### src/mds_pkg.sv
// Shared constants and types for the multiply/divide sequencer.
package mds_pkg;
  localparam int WORD_W = 18;
  localparam int ACC_W = 2 * WORD_W;
  localparam int OPC_W = 6;
  localparam int CNT_W = 5;
  localparam int ADDR_W = 16;
  localparam int SIGN_BIT = WORD_W - 1;

  localparam logic [OPC_W-1:0] OPC_MUL_A = 6'h14;
  localparam logic [OPC_W-1:0] OPC_MUL_B = 6'h15;
  localparam logic [OPC_W-1:0] OPC_DIV_DIRECT = 6'h16;
  localparam logic [OPC_W-1:0] OPC_DIV_INDEXED = 6'h17;

  // Step counts are octal 23 and octal 22.
  localparam logic [CNT_W-1:0] MUL_STEPS = 5'h13;
  localparam logic [CNT_W-1:0] DIV_STEPS = 5'h12;
  localparam logic [CNT_W-1:0] CNT_ZERO = 5'h00;
  localparam logic [CNT_W-1:0] CNT_ONE = 5'h01;

  // Master-clock phases within one step, .1 to .4.
  localparam logic [1:0] PH_1 = 2'h0;
  localparam logic [1:0] PH_2 = 2'h1;
  localparam logic [1:0] PH_3 = 2'h2;
  localparam logic [1:0] PH_4 = 2'h3;

  localparam logic [WORD_W-1:0] WORD_ZERO = 18'h00000;
  localparam logic [ADDR_W-1:0] ADDR_ZERO = 16'h0000;

  typedef enum logic [2:0] {
    MDS_IDLE  = 3'b000,
    MDS_FETCH = 3'b001,
    MDS_PREP  = 3'b010,
    MDS_ITER  = 3'b011,
    MDS_FIX   = 3'b100
  } mds_state_t;
endpackage

### src/mds_arith_if.sv
// Connection from the sequencer to its adder and step counter.
`timescale 1ns/100ps
interface mds_arith_if;
  import mds_pkg::*;
  logic [WORD_W-1:0] add_a;
  logic [WORD_W-1:0] add_b;
  logic [WORD_W-1:0] add_sum;
  logic add_carry;
  logic cnt_load;
  logic [CNT_W-1:0] cnt_init;
  logic cnt_dec;
  logic cnt_xfer;
  logic [CNT_W-1:0] cnt_value;
  logic cnt_zero;
  modport seq (output add_a, add_b, cnt_load, cnt_init, cnt_dec, cnt_xfer,
               input add_sum, add_carry, cnt_value, cnt_zero);
  modport adder (input add_a, add_b, output add_sum, add_carry);
  modport counter (input cnt_load, cnt_init, cnt_dec, cnt_xfer,
                   output cnt_value, cnt_zero);
endinterface

### src/mds_adder.sv
// One's-complement adder with end-around carry.
`timescale 1ns/100ps
module mds_adder (
  mds_arith_if.adder ar
);
  import mds_pkg::*;
  logic [WORD_W:0] raw;
  logic [WORD_W:0] wrapped;

  // The carry out of the top is fed back into the bottom.
  assign raw = {1'b0, ar.add_a} + {1'b0, ar.add_b};
  assign wrapped = {1'b0, raw[WORD_W-1:0]} + {{WORD_W{1'b0}}, raw[WORD_W]};
  assign ar.add_sum = wrapped[WORD_W-1:0];
  assign ar.add_carry = raw[WORD_W];
endmodule

### src/mds_step_counter.sv
// Step counter and its decrement adder, moved in separate phases.
`timescale 1ns/100ps
module mds_step_counter (
  input wire logic clock,
  input wire logic rst_b,
  mds_arith_if.counter ar
);
  import mds_pkg::*;
  logic [CNT_W-1:0] step_counter_r;
  logic [CNT_W-1:0] step_counter_adder_r;

  always_ff @(posedge clock or negedge rst_b) begin
    if (!rst_b) begin
      step_counter_r <= CNT_ZERO;
    end else if (ar.cnt_load) begin
      step_counter_r <= ar.cnt_init;
    end else if (ar.cnt_xfer) begin
      step_counter_r <= step_counter_adder_r;
    end
  end

  always_ff @(posedge clock or negedge rst_b) begin
    if (!rst_b) begin
      step_counter_adder_r <= CNT_ZERO;
    end else if (ar.cnt_load) begin
      step_counter_adder_r <= CNT_ZERO;
    end else if (ar.cnt_dec) begin
      step_counter_adder_r <= step_counter_r - CNT_ONE;
    end
  end

  assign ar.cnt_value = step_counter_r;
  assign ar.cnt_zero = (step_counter_r == CNT_ZERO);
endmodule

### src/mds_sequencer.sv
// Multiply and divide sequencer for the one's-complement accumulator pair.
`timescale 1ns/100ps
module mds_sequencer #(
  parameter int ADDRESS_WIDTH = mds_pkg::ADDR_W
) (
  input wire logic clock,
  input wire logic rst_b,
  input wire logic start,
  input wire logic [mds_pkg::OPC_W-1:0] opcode,
  input wire logic [ADDRESS_WIDTH-1:0] address_field,
  input wire logic [ADDRESS_WIDTH-1:0] index_value,
  input wire logic operand_valid,
  input wire logic [mds_pkg::WORD_W-1:0] operand_data,
  input wire logic acc_load,
  input wire logic [mds_pkg::WORD_W-1:0] upper_accumulator_in,
  input wire logic [mds_pkg::WORD_W-1:0] lower_accumulator_in,
  output logic [mds_pkg::WORD_W-1:0] upper_accumulator,
  output logic [mds_pkg::WORD_W-1:0] lower_accumulator,
  output logic operand_request,
  output logic [ADDRESS_WIDTH-1:0] operand_address,
  output logic hold_1,
  output logic hold_2,
  output logic iteration_enable_a,
  output logic iteration_enable_b,
  output logic busy,
  output logic done,
  output logic divide_overflow
);
  import mds_pkg::*;

  // Complementing a one's-complement word negates it, so one helper serves every sign fix.
  function automatic logic [WORD_W-1:0] cond_compl(input logic [WORD_W-1:0] v,
                                                  input logic c);
    cond_compl = c ? ~v : v;
  endfunction

  function automatic logic is_neg(input logic [WORD_W-1:0] v);
    is_neg = v[SIGN_BIT];
  endfunction

  mds_arith_if ar ();

  mds_adder u_adder (
    .ar(ar.adder)
  );

  mds_step_counter u_counter (
    .clock(clock),
    .rst_b(rst_b),
    .ar(ar.counter)
  );

  mds_state_t state_r;
  mds_state_t state_nxt;
  logic [1:0] phase_r;
  logic is_div_r;
  logic [WORD_W-1:0] upper_r;
  logic [WORD_W-1:0] lower_r;
  logic [WORD_W-1:0] operand_r;
  logic [WORD_W-1:0] x_r;
  logic [WORD_W-1:0] w_r;
  logic store_r;
  logic y_neg_r;
  logic a_neg_r;
  logic hold_1_r;
  logic hold_2_r;
  logic enable_a_r;
  logic enable_b_r;
  logic request_r;
  logic [ADDRESS_WIDTH-1:0] address_r;
  logic busy_r;
  logic done_r;
  logic overflow_r;
  logic op_mul;
  logic op_div;
  logic iterating;
  logic step_end;

  assign op_mul = (opcode == OPC_MUL_A) || (opcode == OPC_MUL_B);
  assign op_div = (opcode == OPC_DIV_DIRECT) || (opcode == OPC_DIV_INDEXED);
  assign iterating = enable_a_r && enable_b_r && (state_r == MDS_ITER);
  assign step_end = iterating && (phase_r == PH_4);

  // The adder sees the shifted partial value and the held operand.
  assign ar.add_a = x_r;
  assign ar.add_b = operand_r;
  // The count is loaded in the single preparation cycle, before the first step.
  assign ar.cnt_load = (state_r == MDS_PREP);
  assign ar.cnt_init = is_div_r ? DIV_STEPS : MUL_STEPS;
  assign ar.cnt_dec = iterating && (phase_r == PH_1);
  assign ar.cnt_xfer = iterating && (phase_r == PH_2);

  always_comb begin
    state_nxt = state_r;
    case (state_r)
      MDS_IDLE: begin
        if (start && (op_mul || op_div)) begin
          state_nxt = MDS_FETCH;
        end
      end
      MDS_FETCH: begin
        if (operand_valid) begin
          state_nxt = MDS_PREP;
        end
      end
      MDS_PREP: begin
        state_nxt = MDS_ITER;
      end
      MDS_ITER: begin
        // The count was moved into the counter at phase 2 of this step.
        if (step_end && ar.cnt_zero) begin
          state_nxt = MDS_FIX;
        end
      end
      MDS_FIX: begin
        state_nxt = MDS_IDLE;
      end
      default: begin
        state_nxt = MDS_IDLE;
      end
    endcase
  end

  always_ff @(posedge clock or negedge rst_b) begin
    if (!rst_b) begin
      state_r <= MDS_IDLE;
    end else begin
      state_r <= state_nxt;
    end
  end

  // Each step takes four clocks; outside the iterations the phase rests at phase 1.
  always_ff @(posedge clock or negedge rst_b) begin
    if (!rst_b) begin
      phase_r <= PH_1;
    end else if (iterating) begin
      phase_r <= phase_r + 2'h1;
    end else begin
      phase_r <= PH_1;
    end
  end

  // The kind of operation is latched so a later opcode change cannot alter a running step.
  always_ff @(posedge clock or negedge rst_b) begin
    if (!rst_b) begin
      is_div_r <= 1'b0;
    end else if (state_r == MDS_IDLE && start) begin
      is_div_r <= op_div;
    end
  end

  // Operand fetch; the indexed divide adds the index to the address field.
  always_ff @(posedge clock or negedge rst_b) begin
    if (!rst_b) begin
      request_r <= 1'b0;
      address_r <= ADDR_ZERO;
    end else if (state_r == MDS_IDLE && start && (op_mul || op_div)) begin
      request_r <= 1'b1;
      if (opcode == OPC_DIV_INDEXED) begin
        address_r <= address_field + index_value;
      end else begin
        address_r <= address_field;
      end
    end else if (state_r == MDS_FETCH && operand_valid) begin
      request_r <= 1'b0;
    end
  end

  // Original signs of operand and accumulator, kept for the final correction.
  always_ff @(posedge clock or negedge rst_b) begin
    if (!rst_b) begin
      y_neg_r <= 1'b0;
      a_neg_r <= 1'b0;
    end else if (state_r == MDS_FETCH && operand_valid) begin
      y_neg_r <= is_neg(operand_data);
      a_neg_r <= is_div_r ? is_neg(upper_r) : is_neg(lower_r);
    end
  end

  // Multiply keeps a positive multiplicand, divide a negative divisor.
  always_ff @(posedge clock or negedge rst_b) begin
    if (!rst_b) begin
      operand_r <= WORD_ZERO;
    end else if (state_r == MDS_FETCH && operand_valid) begin
      if (is_div_r) begin
        operand_r <= cond_compl(operand_data, !is_neg(operand_data));
      end else begin
        operand_r <= cond_compl(operand_data, is_neg(operand_data));
      end
    end
  end

  // Shift into the staging registers and sample the multiplier bit.
  always_ff @(posedge clock or negedge rst_b) begin
    if (!rst_b) begin
      x_r <= WORD_ZERO;
      w_r <= WORD_ZERO;
      store_r <= 1'b0;
    end else if (iterating && phase_r == PH_1) begin
      if (is_div_r) begin
        x_r <= {upper_r[WORD_W-2:0], lower_r[WORD_W-1]};
        w_r <= {lower_r[WORD_W-2:0], 1'b0};
        store_r <= 1'b0;
      end else begin
        x_r <= {1'b0, upper_r[WORD_W-1:1]};
        w_r <= {upper_r[0], lower_r[WORD_W-1:1]};
        store_r <= lower_r[0];
      end
    end
  end

  // The shifted-out upper bit is lost; this is only flagged, never avoided.
  always_ff @(posedge clock or negedge rst_b) begin
    if (!rst_b) begin
      overflow_r <= 1'b0;
    end else if (state_r == MDS_IDLE && start) begin
      overflow_r <= 1'b0;
    end else if (iterating && is_div_r && phase_r == PH_1 && upper_r[WORD_W-1]) begin
      overflow_r <= 1'b1;
    end
  end

  // Accumulator pair: load, sign preparation, step results and final fixup.
  always_ff @(posedge clock or negedge rst_b) begin
    if (!rst_b) begin
      upper_r <= WORD_ZERO;
      lower_r <= WORD_ZERO;
    end else if (acc_load && state_r == MDS_IDLE) begin
      upper_r <= upper_accumulator_in;
      lower_r <= lower_accumulator_in;
    end else if (state_r == MDS_PREP) begin
      if (is_div_r) begin
        // A negative double-length dividend is complemented as a whole.
        upper_r <= cond_compl(upper_r, a_neg_r);
        lower_r <= cond_compl(lower_r, a_neg_r);
      end else begin
        // The partial product starts from zero whatever was loaded before.
        upper_r <= WORD_ZERO;
        lower_r <= cond_compl(lower_r, a_neg_r);
      end
    end else if (iterating && phase_r == PH_3) begin
      if (is_div_r) begin
        // Carry out of the trial sum means no end-around borrow.
        upper_r <= ar.add_carry ? ar.add_sum : x_r;
        lower_r <= {w_r[WORD_W-1:1], ar.add_carry};
      end else begin
        upper_r <= store_r ? ar.add_sum : x_r;
        lower_r <= w_r;
      end
    end else if (state_r == MDS_FIX) begin
      if (is_div_r) begin
        // The remainder keeps the dividend's sign; unlike signs make the quotient negative.
        upper_r <= cond_compl(upper_r, a_neg_r);
        lower_r <= cond_compl(lower_r, a_neg_r ^ y_neg_r);
      end else begin
        upper_r <= cond_compl(upper_r, a_neg_r ^ y_neg_r);
        lower_r <= cond_compl(lower_r, a_neg_r ^ y_neg_r);
      end
    end
  end

  // Enables open the iterations and close once the count has run out.
  always_ff @(posedge clock or negedge rst_b) begin
    if (!rst_b) begin
      enable_a_r <= 1'b0;
      enable_b_r <= 1'b0;
    end else if (state_r == MDS_PREP) begin
      enable_a_r <= 1'b1;
      enable_b_r <= 1'b1;
    end else if (step_end && ar.cnt_zero) begin
      enable_a_r <= 1'b0;
      enable_b_r <= 1'b0;
    end
  end

  // Hold the operand-read sequence until the result is final.
  always_ff @(posedge clock or negedge rst_b) begin
    if (!rst_b) begin
      hold_1_r <= 1'b0;
      hold_2_r <= 1'b0;
    end else if (state_r == MDS_FETCH && operand_valid) begin
      hold_1_r <= 1'b1;
      hold_2_r <= 1'b1;
    end else if (state_r == MDS_FIX) begin
      hold_1_r <= 1'b0;
      hold_2_r <= 1'b0;
    end
  end

  // Busy follows the next state, so it stands from the cycle after an accepted start.
  always_ff @(posedge clock or negedge rst_b) begin
    if (!rst_b) begin
      busy_r <= 1'b0;
    end else begin
      busy_r <= (state_nxt != MDS_IDLE);
    end
  end

  // Done is a one-cycle pulse; the corrected result stands on the accumulators with it.
  always_ff @(posedge clock or negedge rst_b) begin
    if (!rst_b) begin
      done_r <= 1'b0;
    end else begin
      done_r <= (state_r == MDS_FIX);
    end
  end

  assign upper_accumulator = upper_r;
  assign lower_accumulator = lower_r;
  assign operand_request = request_r;
  assign operand_address = address_r;
  assign hold_1 = hold_1_r;
  assign hold_2 = hold_2_r;
  assign iteration_enable_a = enable_a_r;
  assign iteration_enable_b = enable_b_r;
  assign busy = busy_r;
  assign done = done_r;
  assign divide_overflow = overflow_r;
endmodule

### config.mk
export PLATFORM = sky130hd
export DESIGN_NAME = mds_sequencer
export DESIGN_NICKNAME = d
export VERILOG_FILES = /design/src/mds_pkg.sv /design/src/mds_arith_if.sv /design/src/mds_adder.sv /design/src/mds_step_counter.sv /design/src/mds_sequencer.sv
export SDC_FILE = /design/constraint.sdc
export NUM_CORES = 1
export LEC_CHECK = 0
export BUFFER_PORTS_ARGS = -buffer_cell sky130_fd_sc_hd__buf_2
export CORE_AREA = 3 3 137 139
export CTS_BUF_LIST = sky130_fd_sc_hd__clkbuf_16
export DETAILED_ROUTE_END_ITERATION = 10
export DIE_AREA = 0 0 140 142
export PLACE_DENSITY = 0.73
export SYNTH_ARGS = -nofsm -noshare
export SYNTH_HDL_FRONTEND = slang
export SYNTH_SLANG_ARGS = --single-unit
### constraint.sdc
create_clock -name clock -period 3.95 [get_ports clock]
set_clock_uncertainty 0.2 [all_clocks]
set_input_delay 0.5925 -clock clock [delete_from_list [all_inputs] [get_ports clock]]
set_output_delay 0.5925 -clock clock [all_outputs]
set_load 0.05 [all_outputs]
After elaboration in Yosys (flattened, before gate mapping)
Cells that the tools add are included.

cells by class
  $add $sub $neg = 5
  equal/unequal tests = 12
  mux-type cells = 44
  bitwise logic cells = 4
  reduce and logical (&&, ||, !) cells = 32

operators with widths
  operator                                                                 count
  18-bit two-way mux                                                       22
  18-bit NOT                                                               3
  6-bit by 5-bit == test with 1-bit output, second input constant          4
  5-bit two-way mux                                                        4
  18-bit by 18-bit adder with 19-bit output                                1
  18-bit by 1-bit adder with 18-bit output                                 1
  16-bit adder                                                             1
  16-bit two-way mux                                                       1
  1-bit logical AND                                                        14
  1-bit two-way mux                                                        12
  3-bit case mux with 4 select lines                                       1
  2-bit nonzero test                                                       6
  3-bit two-way mux                                                        3
  4-bit nonzero test                                                       2
  3-bit by 2-bit == test with 1-bit output, second input constant          2
  5-bit zero test                                                          1
  5-bit nonzero test                                                       1
  5-bit by 1-bit subtractor with 5-bit output, second input constant       1
  2-bit == test, second input constant                                     2
  3-bit by 1-bit == test with 1-bit output, second input constant          1
  3-bit == test, second input constant                                     1
  3-bit zero test                                                          1
  1-bit logical OR                                                         3
  3-bit by 1-bit inequality test with 1-bit output, second input constant  1
  8 further kinds                                                          8

storage, ports and cells
  register bits = 131
  logic and storage cells = 117

Logic depth before layout (Yosys ltp)
  depth in word-level cells = 7
  depth in mapped cells = 17
  gate-level depth less buffers = 17

Modules after synthesis
Synthesis repeated with hierarchy kept, for this count alone.

unflattened totals
  cells, all modules = 1051
  area, all modules = 9273.9 sq um

by module, submodules not included
  module            instances  cells each  area each (sq um)  seq. area each (sq um)
  mds_sequencer     1          837         7522.2             3027.9
  mds_adder         1          166         1260.0             0.0
  mds_step_counter  1          48          491.7              250.2

Worst setup path before layout
No wires, ideal clock.

  path type = register to register
  start = register x_r[0] (netlist: ar.add_a[0])
  end = register upper_r[13] (netlist: upper_accumulator[13])
  library setup time = 0.132 ns
  data arrival time = 3.460 ns
  required time = 3.618 ns
  path slack = 0.158 ns
  cell stages (with the launch flop) = 18
  period minus slack after synthesis = 3.792 ns
  cells stage by stage = dfrtp_1 ha_1 inv_1 fa_1 nor2b_1 o21ai_1 a211oi_2 o2111ai_2 a31oi_2 or2_2 ha_1 and3b_1 nand4_1 nor4_1 nand4_1 xnor2_1 mux2i_1 o21ai_1

between the ends
  longest elaborated chain between the ends = 7
  elaborated cells between the ends (all ways) = 8
  those cells by class = add/sub: 2; mux: 6

RTL lines
  element                                       RTL line                                    text
  start: declaration                            mds_sequencer.sv:60                         logic [WORD_W-1:0] x_r;
  start signal: assignment                      mds_sequencer.sv:201                        x_r <= {upper_r[WORD_W-2:0], lower_r[WORD_W-1]};
  start signal: assignment                      mds_sequencer.sv:205                        x_r <= {1'b0, upper_r[WORD_W-1:1]};
  18-bit by 18-bit adder with 19-bit output *   mds_adder.sv:11                             assign raw = {1'b0, ar.add_a} + {1'b0, ar.add_b};
  18-bit by 1-bit adder with 18-bit output      mds_adder.sv:12                             assign wrapped = {1'b0, raw[WORD_W-1:0]} + {{WORD_W{1'b0}}, raw[WORD_W]};
  18-bit two-way mux, on equally long branches  mds_sequencer.sv:247, mds_sequencer.sv:244
  18-bit two-way mux *                          mds_sequencer.sv:242                        if (is_div_r) begin
  18-bit two-way mux *                          mds_sequencer.sv:241                        end else if (iterating && phase_r == PH_3) begin
  18-bit two-way mux *                          mds_sequencer.sv:231                        end else if (state_r == MDS_PREP) begin
  18-bit two-way mux *                          mds_sequencer.sv:228                        end else if (acc_load && state_r == MDS_IDLE) begin
  end signal: assignment                        mds_sequencer.sv:229                        upper_r <= upper_accumulator_in;
  end signal: assignment                        mds_sequencer.sv:234                        upper_r <= cond_compl(upper_r, a_neg_r);
  end signal: assignment                        mds_sequencer.sv:244                        upper_r <= ar.add_carry ? ar.add_sum : x_r;
  end: declaration                              mds_sequencer.sv:57                         logic [WORD_W-1:0] upper_r;

Mark *: on every way between the ends. The rest lies on a longest branch, timed or not.
A chain may end at the register's enable or synchronous reset.

Worst setup path after layout
  start = register x_r[0] (netlist: ar.add_a[0])
  end = register upper_r[17] (netlist: upper_accumulator[17])

Same word-level chain as after synthesis.

==> run summary <==
Status: completed
Met1 Resource Use GR: 0.342
Leakage power: 5.08 nW
Grt ovf: 0
Combinational Power Share: 0.067
Clock Tree Root: clkbuf_16
Vias in the first global route: 8,072
Synth area leaders: dfrtp_1, o21ai_0, ha_1
Core box area: 17,800 sq um
Final worst setup slack: 144 ps
First-pass GRT wire length: 41,000 um
H-tree Lvls: 4
Clock power frac: 0.514
CTS tree: done
Tmin final: 3810 ps
Total track usage: 0.253
Max Root-Sink Buffers: 2
CTS clock-pin slew for the worst setup and hold paths: 60 ps
Die Wd: 140 um
CP arrival: 3890 ps
Chip height: 142 um
Boundary pin count: 157
Final Hold Vio Count: 0
1st-iter DRT viols: 666
IR drop worst, VDD: 0.316 mV
Flops & latches, synth: 131
Post-DRT Antenna Nets: 0
Met2 Resource Use GR: 0.419
Final WL: 25,400 um
Yosys top cell by area: dfrtp_1
Type of the worst min-delay path: in2async
Clock Latency Late Sink: 430 ps
GRT Max-Usage Layer: met2
Final period utilization: 0.964
Clock sink total: 131
Final setup viols: 0
Grt met3 use: 0.0534
Power per cell area: 297 nW/um^2
Switch Pwr: 0.000767 W
Cell row count: 49
Post-Layout Cell Count: 1,454
Via/cell ratio: 5.85
CP Capture Type: flop
Port bufs: 156
Worst Path Required: 4040 ps
Detail Placement HPWL: 18,000 um
Power Internal: 0.00244 W
Post-synthesis sequential area ratio: 0.359
Share of cells above drive strength 1: 0.216
Syn_nets: 1,214
Max-cap violations: 0
Ys async rst share: 1.00
EDFF count, synth: 0
Seq pwr share: 0.418
GP Congestion: 0.924
Count of different cell masters after synthesis: 95
Sw Ratio: 0.239
Ant diodes: 0
Largest net degree at the start of global routing: 72
DRC violations left: 0
Mapped cell area: 9140 sq um
Syn Area/Cell: 8.51 sq um
Most used DFF post-synth: dfrtp_1
CP Max Fanout: 3
Actual slew at the worst max-slew pin: 856 ps
Most frequent cells in the layout: buf_2, nand2_1, dfrtp_1
Initial antenna violation count: 0
Worst reg2reg endpoint: upper_accumulator[17]$_DFFE_PN0P_
FMAX: 263 MHz
Die area: 19,900 sq um
Post-place setup slack: 20.9 ps
WL/cell: 17.4 um
Max-slew headroom: 0.428
P&R area growth vs syn: 18.0%
Routed vias: 8,504
Yosys top cell area share: 0.359
DP Cell Count: 1,420
Final Max Slew Viols: 0
Worst R2R Start: ar.add_a[0]$_DFFE_PN0P_
WS Path Type: reg2reg
CTS buffer count: 17
First-pass iteration count of the detailed router: 5
YS warnings: 0
Starting utilization of the core area: 0.514
Reg2Reg Depth: 17
Critical Path Start Type: flop
Most common cell after layout, fill and taps aside: buf_2
Post-synthesis cell count: 1,074
# nets final: 1,352
R2R Setup Slk: 140 ps
-- timing repair --
action	4_1_cts	5_1_grt
gates resized for setup	1	13
endpoints found under the setup margin	2	13
buffers inserted	0	2
hold buffers	0	0
pin swaps	1	7
-- metal layers --
| metal | routed length [um] | vias up |
|---|---|---|
| met5 | 0 | - |
| met4 | 385 | 0 |
| met3 | 1540 | 34 |
| met2 | 12100 | 267 |
| met1 | 11300 | 4062 |
| li1 | - | 4141 |
-- cells in the mapped netlist, types with 5 or more instances --
master	instances
inv_1	42
buf_1	5
a31oi_1	6
a21o_1	13
dfrtp_1	131
o22ai_1	25
nand2_1	135
buf_4	6
nor4_1	6
xor2_1	30
o31ai_1	6
nor2b_1	6
o21ai_0	114
o311ai_0	7
clkbuf_1	47
nand3_1	29
a21oi_1	87
mux2_2	9
o21a_1	8
xnor2_1	40
nand4_1	5
a211oi_1	12
nor3_1	42
and2_1	6
o221ai_1	7
nand2b_1	7
ha_1	41
nor2_1	59
mux2i_1	37
-- area by class of cell --
cell class,count,area (sq um)
flip-flops and latches,131,3280
inverters,42,158
fillers,1590,6990
repair buffers,188,1040
multi-input cells,832,5410
clock buffers,17,425
well taps,229,287
clock inverters,15,183
-- sequential cells by signal, summed over array words and instances, names as in the netlist, 5 cells and up --
register,cells
ar.add_a,18
ar.add_b,18
lower_accumulator,18
upper_accumulator,18
w_r,18
operand_address,16
u_counter.ar.cnt_value,5
u_counter.step_counter_adder_r,5
-- worst max-delay path, cell delays in order (launching register included) --
cell and delay [ps]:
dfrtp_1 350, ha_1 170, inv_1 50, fa_2 360, nor2b_2 160, o21ai_2 100, a211oi_2 290, o2111ai_2 190
a31oi_2 220, or2_4 170, ha_1 180, and3b_1 180, nand4_1 160, nor2_2 170, nand4b_1 180, nor4_2 220
mux2i_1 220, nand3_1 90
-- worst max-delay path by stage --
stage / start / endpoint / slack, ps / cells after the start
after floorplan: ar.add_a[0]$_DFFE_PN0P_ / upper_accumulator[13]$_DFFE_PN0P_ / 160 / 17
after global placement: ar.add_a[0]$_DFFE_PN0P_ / upper_accumulator[13]$_DFFE_PN0P_ / 110 / 18
after detailed placement: ar.add_a[0]$_DFFE_PN0P_ / upper_accumulator[13]$_DFFE_PN0P_ / 20 / 18
after CTS: ar.add_a[0]$_DFFE_PN0P_ / upper_accumulator[17]$_DFFE_PN0P_ / 30 / 17
after global routing: ar.add_a[0]$_DFFE_PN0P_ / upper_accumulator[13]$_DFFE_PN0P_ / -70 / 18
final: ar.add_a[0]$_DFFE_PN0P_ / upper_accumulator[17]$_DFFE_PN0P_ / 140 / 17
-- per-stage QoR --
step	instance area, sq um	TNS, ps	hold slack (ps)	total power (W)	utilization
2_1_floorplan	9140	0	96.9	0.00148	-
4_1_cts	10700	0	21.5	0.00323	0.603
3_5_place_dp	10100	0	262	0.00158	0.569
6_report	10800	0	1.49	0.00321	0.607
5_1_grt	10800	-131	55.5	0.00331	0.607
3_3_place_gp	10100	0	256	0.00158	0.569
-- power groups by stage --
stage	logic, W	registers, W	clock network (W)
after floorplan	0.000109	0.00137	0
after global placement	0.000214	0.00137	0
after detailed placement	0.000218	0.00137	0
after CTS	0.000219	0.00134	0.00167
after global routing	0.000243	0.00134	0.00173
final	0.000216	0.00134	0.00165
-- cells by family (layout without fill, tap and decap cells) --
kind of cell,count (synthesis),in the layout,share of synthesized area
AOI/OAI and AO/OA,340,340,0.232
xor gates and xnor gates,70,70,0.0671
adders and majority gates,43,43,0.0605
buffers and inverters,111,262,0.0571
DFF,131,131,0.359
muxes,47,47,0.0528
and+or+nand+nor,332,332,0.173
Power figures use the tool's default switching activity.
